## config.mk

```make
export PLATFORM = sky130hd
export DESIGN_NAME = ttm_timer_input
export DESIGN_NICKNAME = d
export VERILOG_FILES = /design/src/rtl/ttm_pkg.sv /design/src/rtl/ttm_countdown.sv /design/src/rtl/ttm_timer_input.sv
export SDC_FILE = /design/constraint.sdc
export NUM_CORES = 1
export LEC_CHECK = 0
export ABC_CLOCK_PERIOD_IN_PS = 4500
export BUFFER_PORTS_ARGS = -buffer_cell sky130_fd_sc_hd__buf_4
export CORE_MARGIN = 2
export CORE_UTILIZATION = 60
export DETAILED_ROUTE_END_ITERATION = 6
export PLACE_DENSITY = 0.85
export SKIP_CTS_REPAIR_TIMING = 1
export SYNTH_ARGS = -nofsm -noshare
export SYNTH_HDL_FRONTEND = slang
export SYNTH_HIERARCHICAL = 1
export SYNTH_SLANG_ARGS = --single-unit
```

## constraint.sdc

```tcl
create_clock -name i_mclk -period 4.5 [get_ports i_mclk]
set_clock_uncertainty 0.15 [all_clocks]
set_input_delay 0.45 -clock i_mclk [delete_from_list [all_inputs] [get_ports i_mclk]]
set_output_delay 0.45 -clock i_mclk [all_outputs]
set_load 0.01 [all_outputs]
```

## src/rtl/ttm_pkg.sv

```systemverilog
/*
  Shared constants and types for the timer input block: register indices,
  field positions, reset values, timing counts, modes and bus carrier.
  Assumes a 40 MHz timer master clock and a 32-bit Avalon-MM register bus.
*/
package ttm_pkg;

  ////////////////////////////////////////////////////////////////////////////
  // Register indices; byte address is four times the index
  localparam logic [7:0] TMC_IDX = 8'hf1;
  localparam logic [7:0] PS1_IDX = 8'hf3;
  localparam logic [7:0] PS0_IDX = 8'hf5;
  localparam logic [7:0] P3M_IDX = 8'hf7;
  localparam logic [7:0] CNT1_IDX = 8'he2;
  localparam logic [7:0] CNT0_IDX = 8'he4;
  localparam int unsigned ADDR_W = 10;

  ////////////////////////////////////////////////////////////////////////////
  // Timer mode control fields
  localparam int unsigned TMC_LD0 = 0;
  localparam int unsigned TMC_EN0 = 1;
  localparam int unsigned TMC_LD1 = 2;
  localparam int unsigned TMC_EN1 = 3;
  localparam int unsigned TMC_TIN_LO = 4;
  localparam int unsigned TMC_TOUT_LO = 6;
  // Prescaler setup fields
  localparam int unsigned PS_MODE_BIT = 0;
  localparam int unsigned PS1_SRC_BIT = 1;
  localparam int unsigned PS_VAL_LO = 2;
  // Port three mode: 0 makes the output pin an output unless the output mode is off
  localparam int unsigned P3M_OUT_BIT = 5;

  ////////////////////////////////////////////////////////////////////////////
  // Reset values
  localparam logic [7:0] TMC_RST = 8'h00;
  localparam logic [7:0] PS1_RST = 8'h00;
  localparam logic [7:0] PS0_RST = 8'h00;
  localparam logic [7:0] P3M_RST = 8'h00;
  localparam logic [7:0] CNT_RST = 8'h00;

  ////////////////////////////////////////////////////////////////////////////
  // Timing: internal timer clock is four master clock periods
  localparam int unsigned MCLK_NS = 25;
  localparam int unsigned TCLK_NS = 100;
  localparam int unsigned TCLK_CYC = TCLK_NS / MCLK_NS;
  localparam logic [1:0] TCLK_LAST = 2'(TCLK_CYC - 1);

  ////////////////////////////////////////////////////////////////////////////
  // Input pin modes and output pin modes
  localparam logic [1:0] TIN_EXT = 2'h0;
  localparam logic [1:0] TIN_GATE = 2'h1;
  localparam logic [1:0] TIN_TRIG = 2'h2;
  localparam logic [1:0] TIN_RETRIG = 2'h3;
  localparam logic [1:0] TOUT_OFF = 2'h0;
  localparam logic [1:0] TOUT_T0 = 2'h1;
  localparam logic [1:0] TOUT_T1 = 2'h2;
  localparam logic [1:0] TOUT_CLK = 2'h3;

  typedef enum logic [0:0] {T1_IDLE, T1_RUN} ttm_t1_state_e;

  typedef struct packed {
    logic [ADDR_W-1:0] address;
    logic read;
    logic write;
    logic [31:0] writedata;
    logic [3:0] byteenable;
  } ttm_avs_req_s;

endpackage

```

## src/rtl/ttm_countdown.sv

```systemverilog
/*
  One counter/timer: 6-bit prescaler feeding an 8-bit down counter.
  Assumes load, tick and enable come from logic on the same clock.
*/
`timescale 1ns/1ps
`default_nettype none
module ttm_countdown (
  input wire logic i_mclk,
  input wire logic i_arst_n,
  input wire logic i_load,
  input wire logic i_tick,
  input wire logic i_enable,
  input wire logic i_continuous,
  input wire logic [5:0] i_pre_init,
  input wire logic [7:0] i_cnt_init,
  output logic [7:0] o_count,
  output logic o_eoc
);
  import ttm_pkg::*;

  logic [5:0] pre_r;
  logic [7:0] cnt_r;

  ////////////////////////////////////////////////////////////////////////////
  // Zero loads act as 64 and 256 since the counts wrap before reaching 1
  wire step = i_tick & i_enable & ~i_load;
  wire pre_end = (pre_r == 6'h01);
  wire cnt_end = (cnt_r == 8'h01);
  assign o_eoc = step & pre_end & cnt_end;
  assign o_count = cnt_r;

  // Load beats counting, so a load acts as a restart
  always_ff @(posedge i_mclk or negedge i_arst_n) begin
    if (!i_arst_n) begin
      pre_r <= 6'h00;
      cnt_r <= CNT_RST;
    end else if (i_load) begin
      pre_r <= i_pre_init;
      cnt_r <= i_cnt_init;
    end else if (step && pre_end) begin
      pre_r <= i_pre_init;
      if (cnt_end) begin
        cnt_r <= i_continuous ? i_cnt_init : 8'h00;
      end else begin
        cnt_r <= cnt_r - 8'h01;
      end
    end else if (step) begin
      pre_r <= pre_r - 6'h01;
    end
  end

endmodule
`default_nettype wire

```

## src/rtl/ttm_timer_input.sv

```systemverilog
/*
  Two counter/timers with the timer input pin modes for timer one, the
  toggle output pin and an Avalon-MM register slave with waitrequest.
  Assumes the input pin is asynchronous; all logic runs on i_mclk.
*/
// The Avalon-MM slave port is this design's own decision.
`timescale 1ns/1ps
`default_nettype none
module ttm_timer_input (
  input wire logic i_mclk,
  input wire logic i_arst_n,
  input wire ttm_pkg::ttm_avs_req_s i_avs,
  output logic [31:0] o_avs_readdata,
  output logic o_avs_waitrequest,
  input wire logic i_input_port_pin,
  output logic o_output_port_pin,
  output logic o_output_port_oe,
  output logic o_input_edge_request,
  output logic o_timer_zero_request,
  output logic o_timer_one_request
);
  import ttm_pkg::*;

  logic [7:0] tmc_r;
  logic [7:0] tmc_nxt;
  logic [7:0] ps0_r;
  logic [7:0] ps1_r;
  logic [7:0] p3m_r;
  logic [7:0] cnt0_init_r;
  logic [7:0] cnt1_init_r;
  logic ack_r;
  logic [31:0] rdata_r;
  logic pin_s1_r;
  logic pin_s2_r;
  logic pin_s3_r;
  logic [1:0] tdiv_r;
  ttm_t1_state_e t1_st_r;
  ttm_t1_state_e t1_st_nxt;
  logic edge_req_r;
  logic t0_req_r;
  logic t1_req_r;
  logic tout_r;
  logic clkout_r;
  logic pin_out_r;
  logic pin_oe_r;
  logic [7:0] t0_count;
  logic [7:0] t1_count;
  logic t0_eoc;
  logic t1_eoc;

  ////////////////////////////////////////////////////////////////////////////
  // Bus decode: first cycle of a request stalls, second one completes
  wire req = i_avs.read | i_avs.write;
  wire acc = req & ack_r;
  wire [7:0] idx = i_avs.address[ADDR_W-1:2];
  wire wr_lo = acc & i_avs.write & i_avs.byteenable[0];
  wire [7:0] wdat = i_avs.writedata[7:0];
  wire wr_tmc = wr_lo & (idx == TMC_IDX);
  wire wr_ps0 = wr_lo & (idx == PS0_IDX);
  wire wr_ps1 = wr_lo & (idx == PS1_IDX);
  wire wr_p3m = wr_lo & (idx == P3M_IDX);
  wire wr_cnt0 = wr_lo & (idx == CNT0_IDX);
  wire wr_cnt1 = wr_lo & (idx == CNT1_IDX);
  assign o_avs_waitrequest = req & ~ack_r;
  assign o_avs_readdata = rdata_r;

  // Prescalers are write-only and read as zero like unmapped words
  wire [7:0] rd_byte = (idx == TMC_IDX) ? tmc_r :
                       (idx == P3M_IDX) ? p3m_r :
                       (idx == CNT0_IDX) ? t0_count :
                       (idx == CNT1_IDX) ? t1_count : 8'h00;

  always_ff @(posedge i_mclk or negedge i_arst_n) begin
    if (!i_arst_n) begin
      ack_r <= 1'b0;
      rdata_r <= 32'h0000_0000;
    end else begin
      ack_r <= req & ~ack_r;
      if (req && !ack_r) begin
        rdata_r <= {24'h00_0000, rd_byte};
      end
    end
  end

  ////////////////////////////////////////////////////////////////////////////
  // Setup registers
  always_ff @(posedge i_mclk or negedge i_arst_n) begin
    if (!i_arst_n) begin
      ps0_r <= PS0_RST;
      ps1_r <= PS1_RST;
      p3m_r <= P3M_RST;
      cnt0_init_r <= CNT_RST;
      cnt1_init_r <= CNT_RST;
    end else begin
      if (wr_ps0) ps0_r <= wdat;
      if (wr_ps1) ps1_r <= wdat;
      if (wr_p3m) p3m_r <= wdat;
      if (wr_cnt0) cnt0_init_r <= wdat;
      if (wr_cnt1) cnt1_init_r <= wdat;
    end
  end

  ////////////////////////////////////////////////////////////////////////////
  // Input pin: two-stage synchroniser, third stage for edge detection
  always_ff @(posedge i_mclk or negedge i_arst_n) begin
    if (!i_arst_n) begin
      pin_s1_r <= 1'b1;
      pin_s2_r <= 1'b1;
      pin_s3_r <= 1'b1;
    end else begin
      pin_s1_r <= i_input_port_pin;
      pin_s2_r <= pin_s1_r;
      pin_s3_r <= pin_s2_r;
    end
  end
  wire fall = pin_s3_r & ~pin_s2_r;

  // Internal timer clock tick, one master cycle in four
  always_ff @(posedge i_mclk or negedge i_arst_n) begin
    if (!i_arst_n) begin
      tdiv_r <= 2'h0;
    end else begin
      tdiv_r <= tdiv_r + 2'h1;
    end
  end
  wire tick4 = (tdiv_r == TCLK_LAST);

  ////////////////////////////////////////////////////////////////////////////
  // Timer one source and input pin mode selection
  wire t1_ext = ~ps1_r[PS1_SRC_BIT];
  wire [1:0] tin_mode = tmc_r[TMC_TIN_LO +: 2];
  wire en1 = tmc_r[TMC_EN1];
  wire t1_cont = ps1_r[PS_MODE_BIT];
  wire trig_mode = t1_ext & tin_mode[1];
  wire retrig = tin_mode == TIN_RETRIG;
  // Triggered mode fires once from idle; retriggerable fires every edge
  wire trig_fire = trig_mode & en1 & fall &
                   (retrig | (t1_st_r == T1_IDLE));
  // Software load covers clock and gate modes, edge covers trigger modes
  wire t1_load = tmc_r[TMC_LD1] | trig_fire;
  wire t1_run = t1_st_r == T1_RUN;
  // External edge decrements at once, with no four-clock start delay
  wire t1_tick = !t1_ext ? tick4 :
                 (tin_mode == TIN_EXT) ? fall :
                 (tin_mode == TIN_GATE) ? tick4 & pin_s2_r :
                 tick4 & t1_run;

  // Trigger state: idle until the edge, back to idle on disable or single-pass end
  always_comb begin
    t1_st_nxt = t1_st_r;
    if (!en1) begin
      t1_st_nxt = T1_IDLE;
    end else if (trig_fire) begin
      t1_st_nxt = T1_RUN;
    end else if (t1_eoc && !t1_cont) begin
      t1_st_nxt = T1_IDLE;
    end
  end

  always_ff @(posedge i_mclk or negedge i_arst_n) begin
    if (!i_arst_n) begin
      t1_st_r <= T1_IDLE;
    end else begin
      t1_st_r <= t1_st_nxt;
    end
  end

  ////////////////////////////////////////////////////////////////////////////
  // Mode control: load bits last one cycle; single-pass end drops enable.
  // A software write wins so a fresh enable is never lost.
  always_comb begin
    tmc_nxt = tmc_r;
    tmc_nxt[TMC_LD0] = 1'b0;
    tmc_nxt[TMC_LD1] = 1'b0;
    if (t0_eoc && !ps0_r[PS_MODE_BIT]) begin
      tmc_nxt[TMC_EN0] = 1'b0;
    end
    if (t1_eoc && !t1_cont) begin
      tmc_nxt[TMC_EN1] = 1'b0;
    end
    if (wr_tmc) begin
      tmc_nxt = wdat;
    end
  end

  always_ff @(posedge i_mclk or negedge i_arst_n) begin
    if (!i_arst_n) begin
      tmc_r <= TMC_RST;
    end else begin
      tmc_r <= tmc_nxt;
    end
  end

  ////////////////////////////////////////////////////////////////////////////
  // The two counter/timers
  ttm_countdown u_timer_zero (
    .i_mclk(i_mclk),
    .i_arst_n(i_arst_n),
    .i_load(tmc_r[TMC_LD0]),
    .i_tick(tick4),
    .i_enable(tmc_r[TMC_EN0]),
    .i_continuous(ps0_r[PS_MODE_BIT]),
    .i_pre_init(ps0_r[7:PS_VAL_LO]),
    .i_cnt_init(cnt0_init_r),
    .o_count(t0_count),
    .o_eoc(t0_eoc)
  );

  ttm_countdown u_timer_one (
    .i_mclk(i_mclk),
    .i_arst_n(i_arst_n),
    .i_load(t1_load),
    .i_tick(t1_tick),
    .i_enable(en1),
    .i_continuous(t1_cont),
    .i_pre_init(ps1_r[7:PS_VAL_LO]),
    .i_cnt_init(cnt1_init_r),
    .o_count(t1_count),
    .o_eoc(t1_eoc)
  );

  ////////////////////////////////////////////////////////////////////////////
  // Requests, one registered pulse per event
  always_ff @(posedge i_mclk or negedge i_arst_n) begin
    if (!i_arst_n) begin
      edge_req_r <= 1'b0;
      t0_req_r <= 1'b0;
      t1_req_r <= 1'b0;
    end else begin
      edge_req_r <= fall;
      t0_req_r <= t0_eoc;
      t1_req_r <= t1_eoc;
    end
  end
  assign o_input_edge_request = edge_req_r;
  assign o_timer_zero_request = t0_req_r;
  assign o_timer_one_request = t1_req_r;

  ////////////////////////////////////////////////////////////////////////////
  // Output pin: toggles at each end of the selected timer, so a
  // continuous timer zero falls every second end when wired back
  wire [1:0] tout_mode = tmc_r[TMC_TOUT_LO +: 2];
  wire tout_init = ((tout_mode == TOUT_T0) & tmc_r[TMC_LD0]) |
                   ((tout_mode == TOUT_T1) & tmc_r[TMC_LD1]);
  wire tout_flip = ((tout_mode == TOUT_T0) & t0_eoc) |
                   ((tout_mode == TOUT_T1) & t1_eoc);
  wire pin_out_nxt = (tout_mode == TOUT_CLK) ? clkout_r : tout_r;
  wire pin_oe_nxt = (tout_mode != TOUT_OFF) & ~p3m_r[P3M_OUT_BIT];

  always_ff @(posedge i_mclk or negedge i_arst_n) begin
    if (!i_arst_n) begin
      tout_r <= 1'b1;
      clkout_r <= 1'b0;
      pin_out_r <= 1'b1;
      pin_oe_r <= 1'b0;
    end else begin
      if (tout_init) begin
        tout_r <= 1'b1;
      end else if (tout_flip) begin
        tout_r <= ~tout_r;
      end
      clkout_r <= ~clkout_r;
      pin_out_r <= pin_out_nxt;
      pin_oe_r <= pin_oe_nxt;
    end
  end
  assign o_output_port_pin = pin_out_r;
  assign o_output_port_oe = pin_oe_r;
endmodule
`default_nettype wire
```

==> flow_summary.ini <==
[routing]
finalWirelength_um = 10900
ant_nets = 0
dr.pass1.iters = 4
vias_per_cell = 6.11
vias = 3648
drt_iter0_markers = 198
drc = 0
wire_per_inst_um = 18.2

[synth]
seq_area_frac_synth_pct = 48.6
ys_seq_elements = 97
syn_area_mm2 = 0.00501
yosys.cell_types.count = 54
ys.flop_type = dfrtp_1
ys_top_cells_by_area = dfrtp_1, mux2_2, buf_4
ys_async_sr_fraction_pct = 100
synth_top_area_cell = dfrtp_1
synth_edf_count = 0
postSynthCellCount = 456
synth_top_area_share_pct = 46.0
avgSynthCellArea_um2 = 11.0
yosysWarnings = 6

[power_and_ir_drop]
netSwitchingFraction_pct = 33.9
pwr-share-clk_pct = 24.1
p_int_mw = 1.38
power.switching_mw = 0.710
finalPower_mw = 2.09
pwr-share-seq_pct = 52.2
p_per_area_mw_per_mm2 = 387
ir_drop_v = 0.000229
p_comb_share_pct = 23.6
p_leak_nw = 2.51

[cells_and_area]
fin_cells = 597
stdcell_area_mm2 = 0.00540
num_antenna_cells = 0
final_net_count = 547
final_layout_size_suffix_gt1_share_pct = 24.2
area_delta_synth_final_pct = 7.82
fillerInstances = 625

[sta]
rsz0062_at_grt = false
fmax_ghz = 0.334
min_period_ps = 2990
maxSlewHeadroom_pct = 44.6
fin_setup_tns_ps = 0
setup_violations = 0
worstMarginPinSlew_ps = 830
hold_violations = 0
timing.final.crit_share_pct = 66.5
slew_viol_final = 0

[place]
io_buffers = 35
place.gp.congestion = 0.908
dp.cells = 581
place_area_mm2 = 0.00523
dp_hpwl_um = 7830

[clock_network]
cts_root_buf = clkbuf_8
cts_tree = yes
path_clk_slew_ps = 90
cts_max_level = 3
clockBufferDepth = 2
clock-sinks = 97
numCtsBuffers = 9
clk_latency_ps = 360

[worst_setup_path]
worstPathMaxFanout = 11
critPathKind = flop to flop
crit_required_ps = 4650
slowest_delay_ps = 550
worst_path_most_repeated_cell = nor2_1
cp-start-kind = flop
critPathSlowestCell = dfstp_2
cp.arrival_ps = 3140
path_cells = nand2b_1 -> nor2_1 -> a41o_1 -> and3b_1 -> nand4_1 -> nor2_1 -> a22oi_1 -> xnor2_1 -> a221o_1
endpoint_kind = flop

[job]
maxCapViolations = 0

[outcome]
status = completed

[die]
die_area_mm2 = 0.00910
core.rowCount = 33
core_mm2 = 0.00813
fp.dieH_um = 95.4
start_util_pct = 61.6
die_w_um = 95.4
num_io_pins = 89

[global_route]
antenna_found_initial = 0
grt_pass1_vias = 3475
grt_max_degree = 64
gr-total-overflow = 0
grt_usage_pct = 25.6
grt_pass1_wl_um = 17300

[hold_path]
hold_path.class = primary input to async pin
[path summary, 6_finish.rpt]
path | startpoint | depth (start not counted) | slack, ps | to
worst max-delay path | pin_s2_r | 9 | 1510 | tout_r
worst min-delay path | i_arst_n | 1 | 20 | ps0_r[6]
worst max register to register | pin_s2_r | 9 | 1510 | tout_r
worst min register to register | pin_s1_r | 0 | 220 | pin_s2_r
max in group asynchronous | i_arst_n | 2 | 3220 | tout_r
min in group i_mclk | i_input_port_pin | 1 | 50 | pin_s1_r
[routing by layer]
metal	part of all wire [%]	global-route usage, %	up-vias
met5	0	0	-
met2	49	42.4	134
met3	5.3	6.40	25
met1	43	33.3	1811
met4	2.4	7.98	0
li1	-	-	1678
[cells by family after synthesis]
kind of cell / Yosys count / synth area share (%)
multiplexers: 43 / 9.67
other: 1 / 0.0749
flip-flops: 97 / 48.6
AO/OA/AOI/OAI: 103 / 15.1
adder cells (fa/ha/maj): 9 / 2.25
AND/OR/NAND/NOR: 122 / 14.9
XOR/XNOR: 9 / 1.57
buffers and inverters: 72 / 7.87
[layout make-up]
type	instances	area [um2]	area share, %
clock buffer	11	131	2.43
clock inverter	5	42.5	0.788
inverter	33	124	2.29
multi-input combinational	310	2270	42.0
sequential	97	2430	45.1
tap	105	131	2.43
timing repair buffer	36	270	5.00
[synth_stat cells, types with 9 or more instances]
cell and n:
a21oi_1 29, ha_1 9, nand3_1 11, dfrtp_1 92, a22oi_1 13, nor3_1 9, buf_4 27, a2bb2oi_1 10
nor2_1 31, mux2_2 43, inv_1 32, nand2_1 17
[registers in the layout, indices dropped and copies added (netlist names), 2 cells and up]
signal                flops
cnt0_init_r               8
cnt1_init_r               8
o_avs_readdata            8
p3m_r                     8
ps0_r                     7
ps1_r                     8
tdiv_r                    2
tmc_r                     8
u_timer_one/o_count       8
u_timer_one/pre_r         6
u_timer_zero/o_count      8
u_timer_zero/pre_r        6
[per-stage QoR]
step / setup slack [ps] / util [%] / hold WS, ps
after global routing: 1280 / 66.4 / 15.4
after CTS: 1520 / 66.4 / 27.9
final: 1510 / 66.4 / 23.9
after global placement: 1610 / 64.3 / 208
after detailed placement: 1520 / 64.3 / 201
after floorplan: 2210 / - / 4.41
[critical path, delay by kind of cell, from the launching register on]
kind | cells | cell delay, ps
simple gates | 5 | 1260
compound gates | 3 | 820
flops | 1 | 550
xor+xnor | 1 | 150
[power by group through the flow]
stage	clock [mW]	combinational [mW]	sequential, mW
after floorplan	0	0.386	1.07
after detailed placement	0	0.489	1.11
after global routing	0.558	0.551	1.10
after global placement	0	0.465	1.10
final	0.505	0.494	1.09
after CTS	0.518	0.491	1.09
[cells in the final DEF (no fill, tap or decap), types with 6 or more instances in the layout]
| cell type | count |
|---|---|
| a21oi_1 | 29 |
| a22oi_1 | 13 |
| a2bb2oi_1 | 10 |
| a32oi_1 | 7 |
| buf_4 | 36 |
| clkbuf_8 | 9 |
| conb_1 | 24 |
| dfrtp_1 | 92 |
| ha_1 | 9 |
| inv_1 | 32 |
| mux2_2 | 43 |
| nand2_1 | 17 |
| nand3_1 | 11 |
| nand4_1 | 8 |
| nor2_1 | 31 |
| nor3_1 | 9 |
| o211ai_1 | 8 |
| o32ai_1 | 6 |
| xnor2_1 | 7 |
No activity file was read; power rests on OpenSTA's default activity.
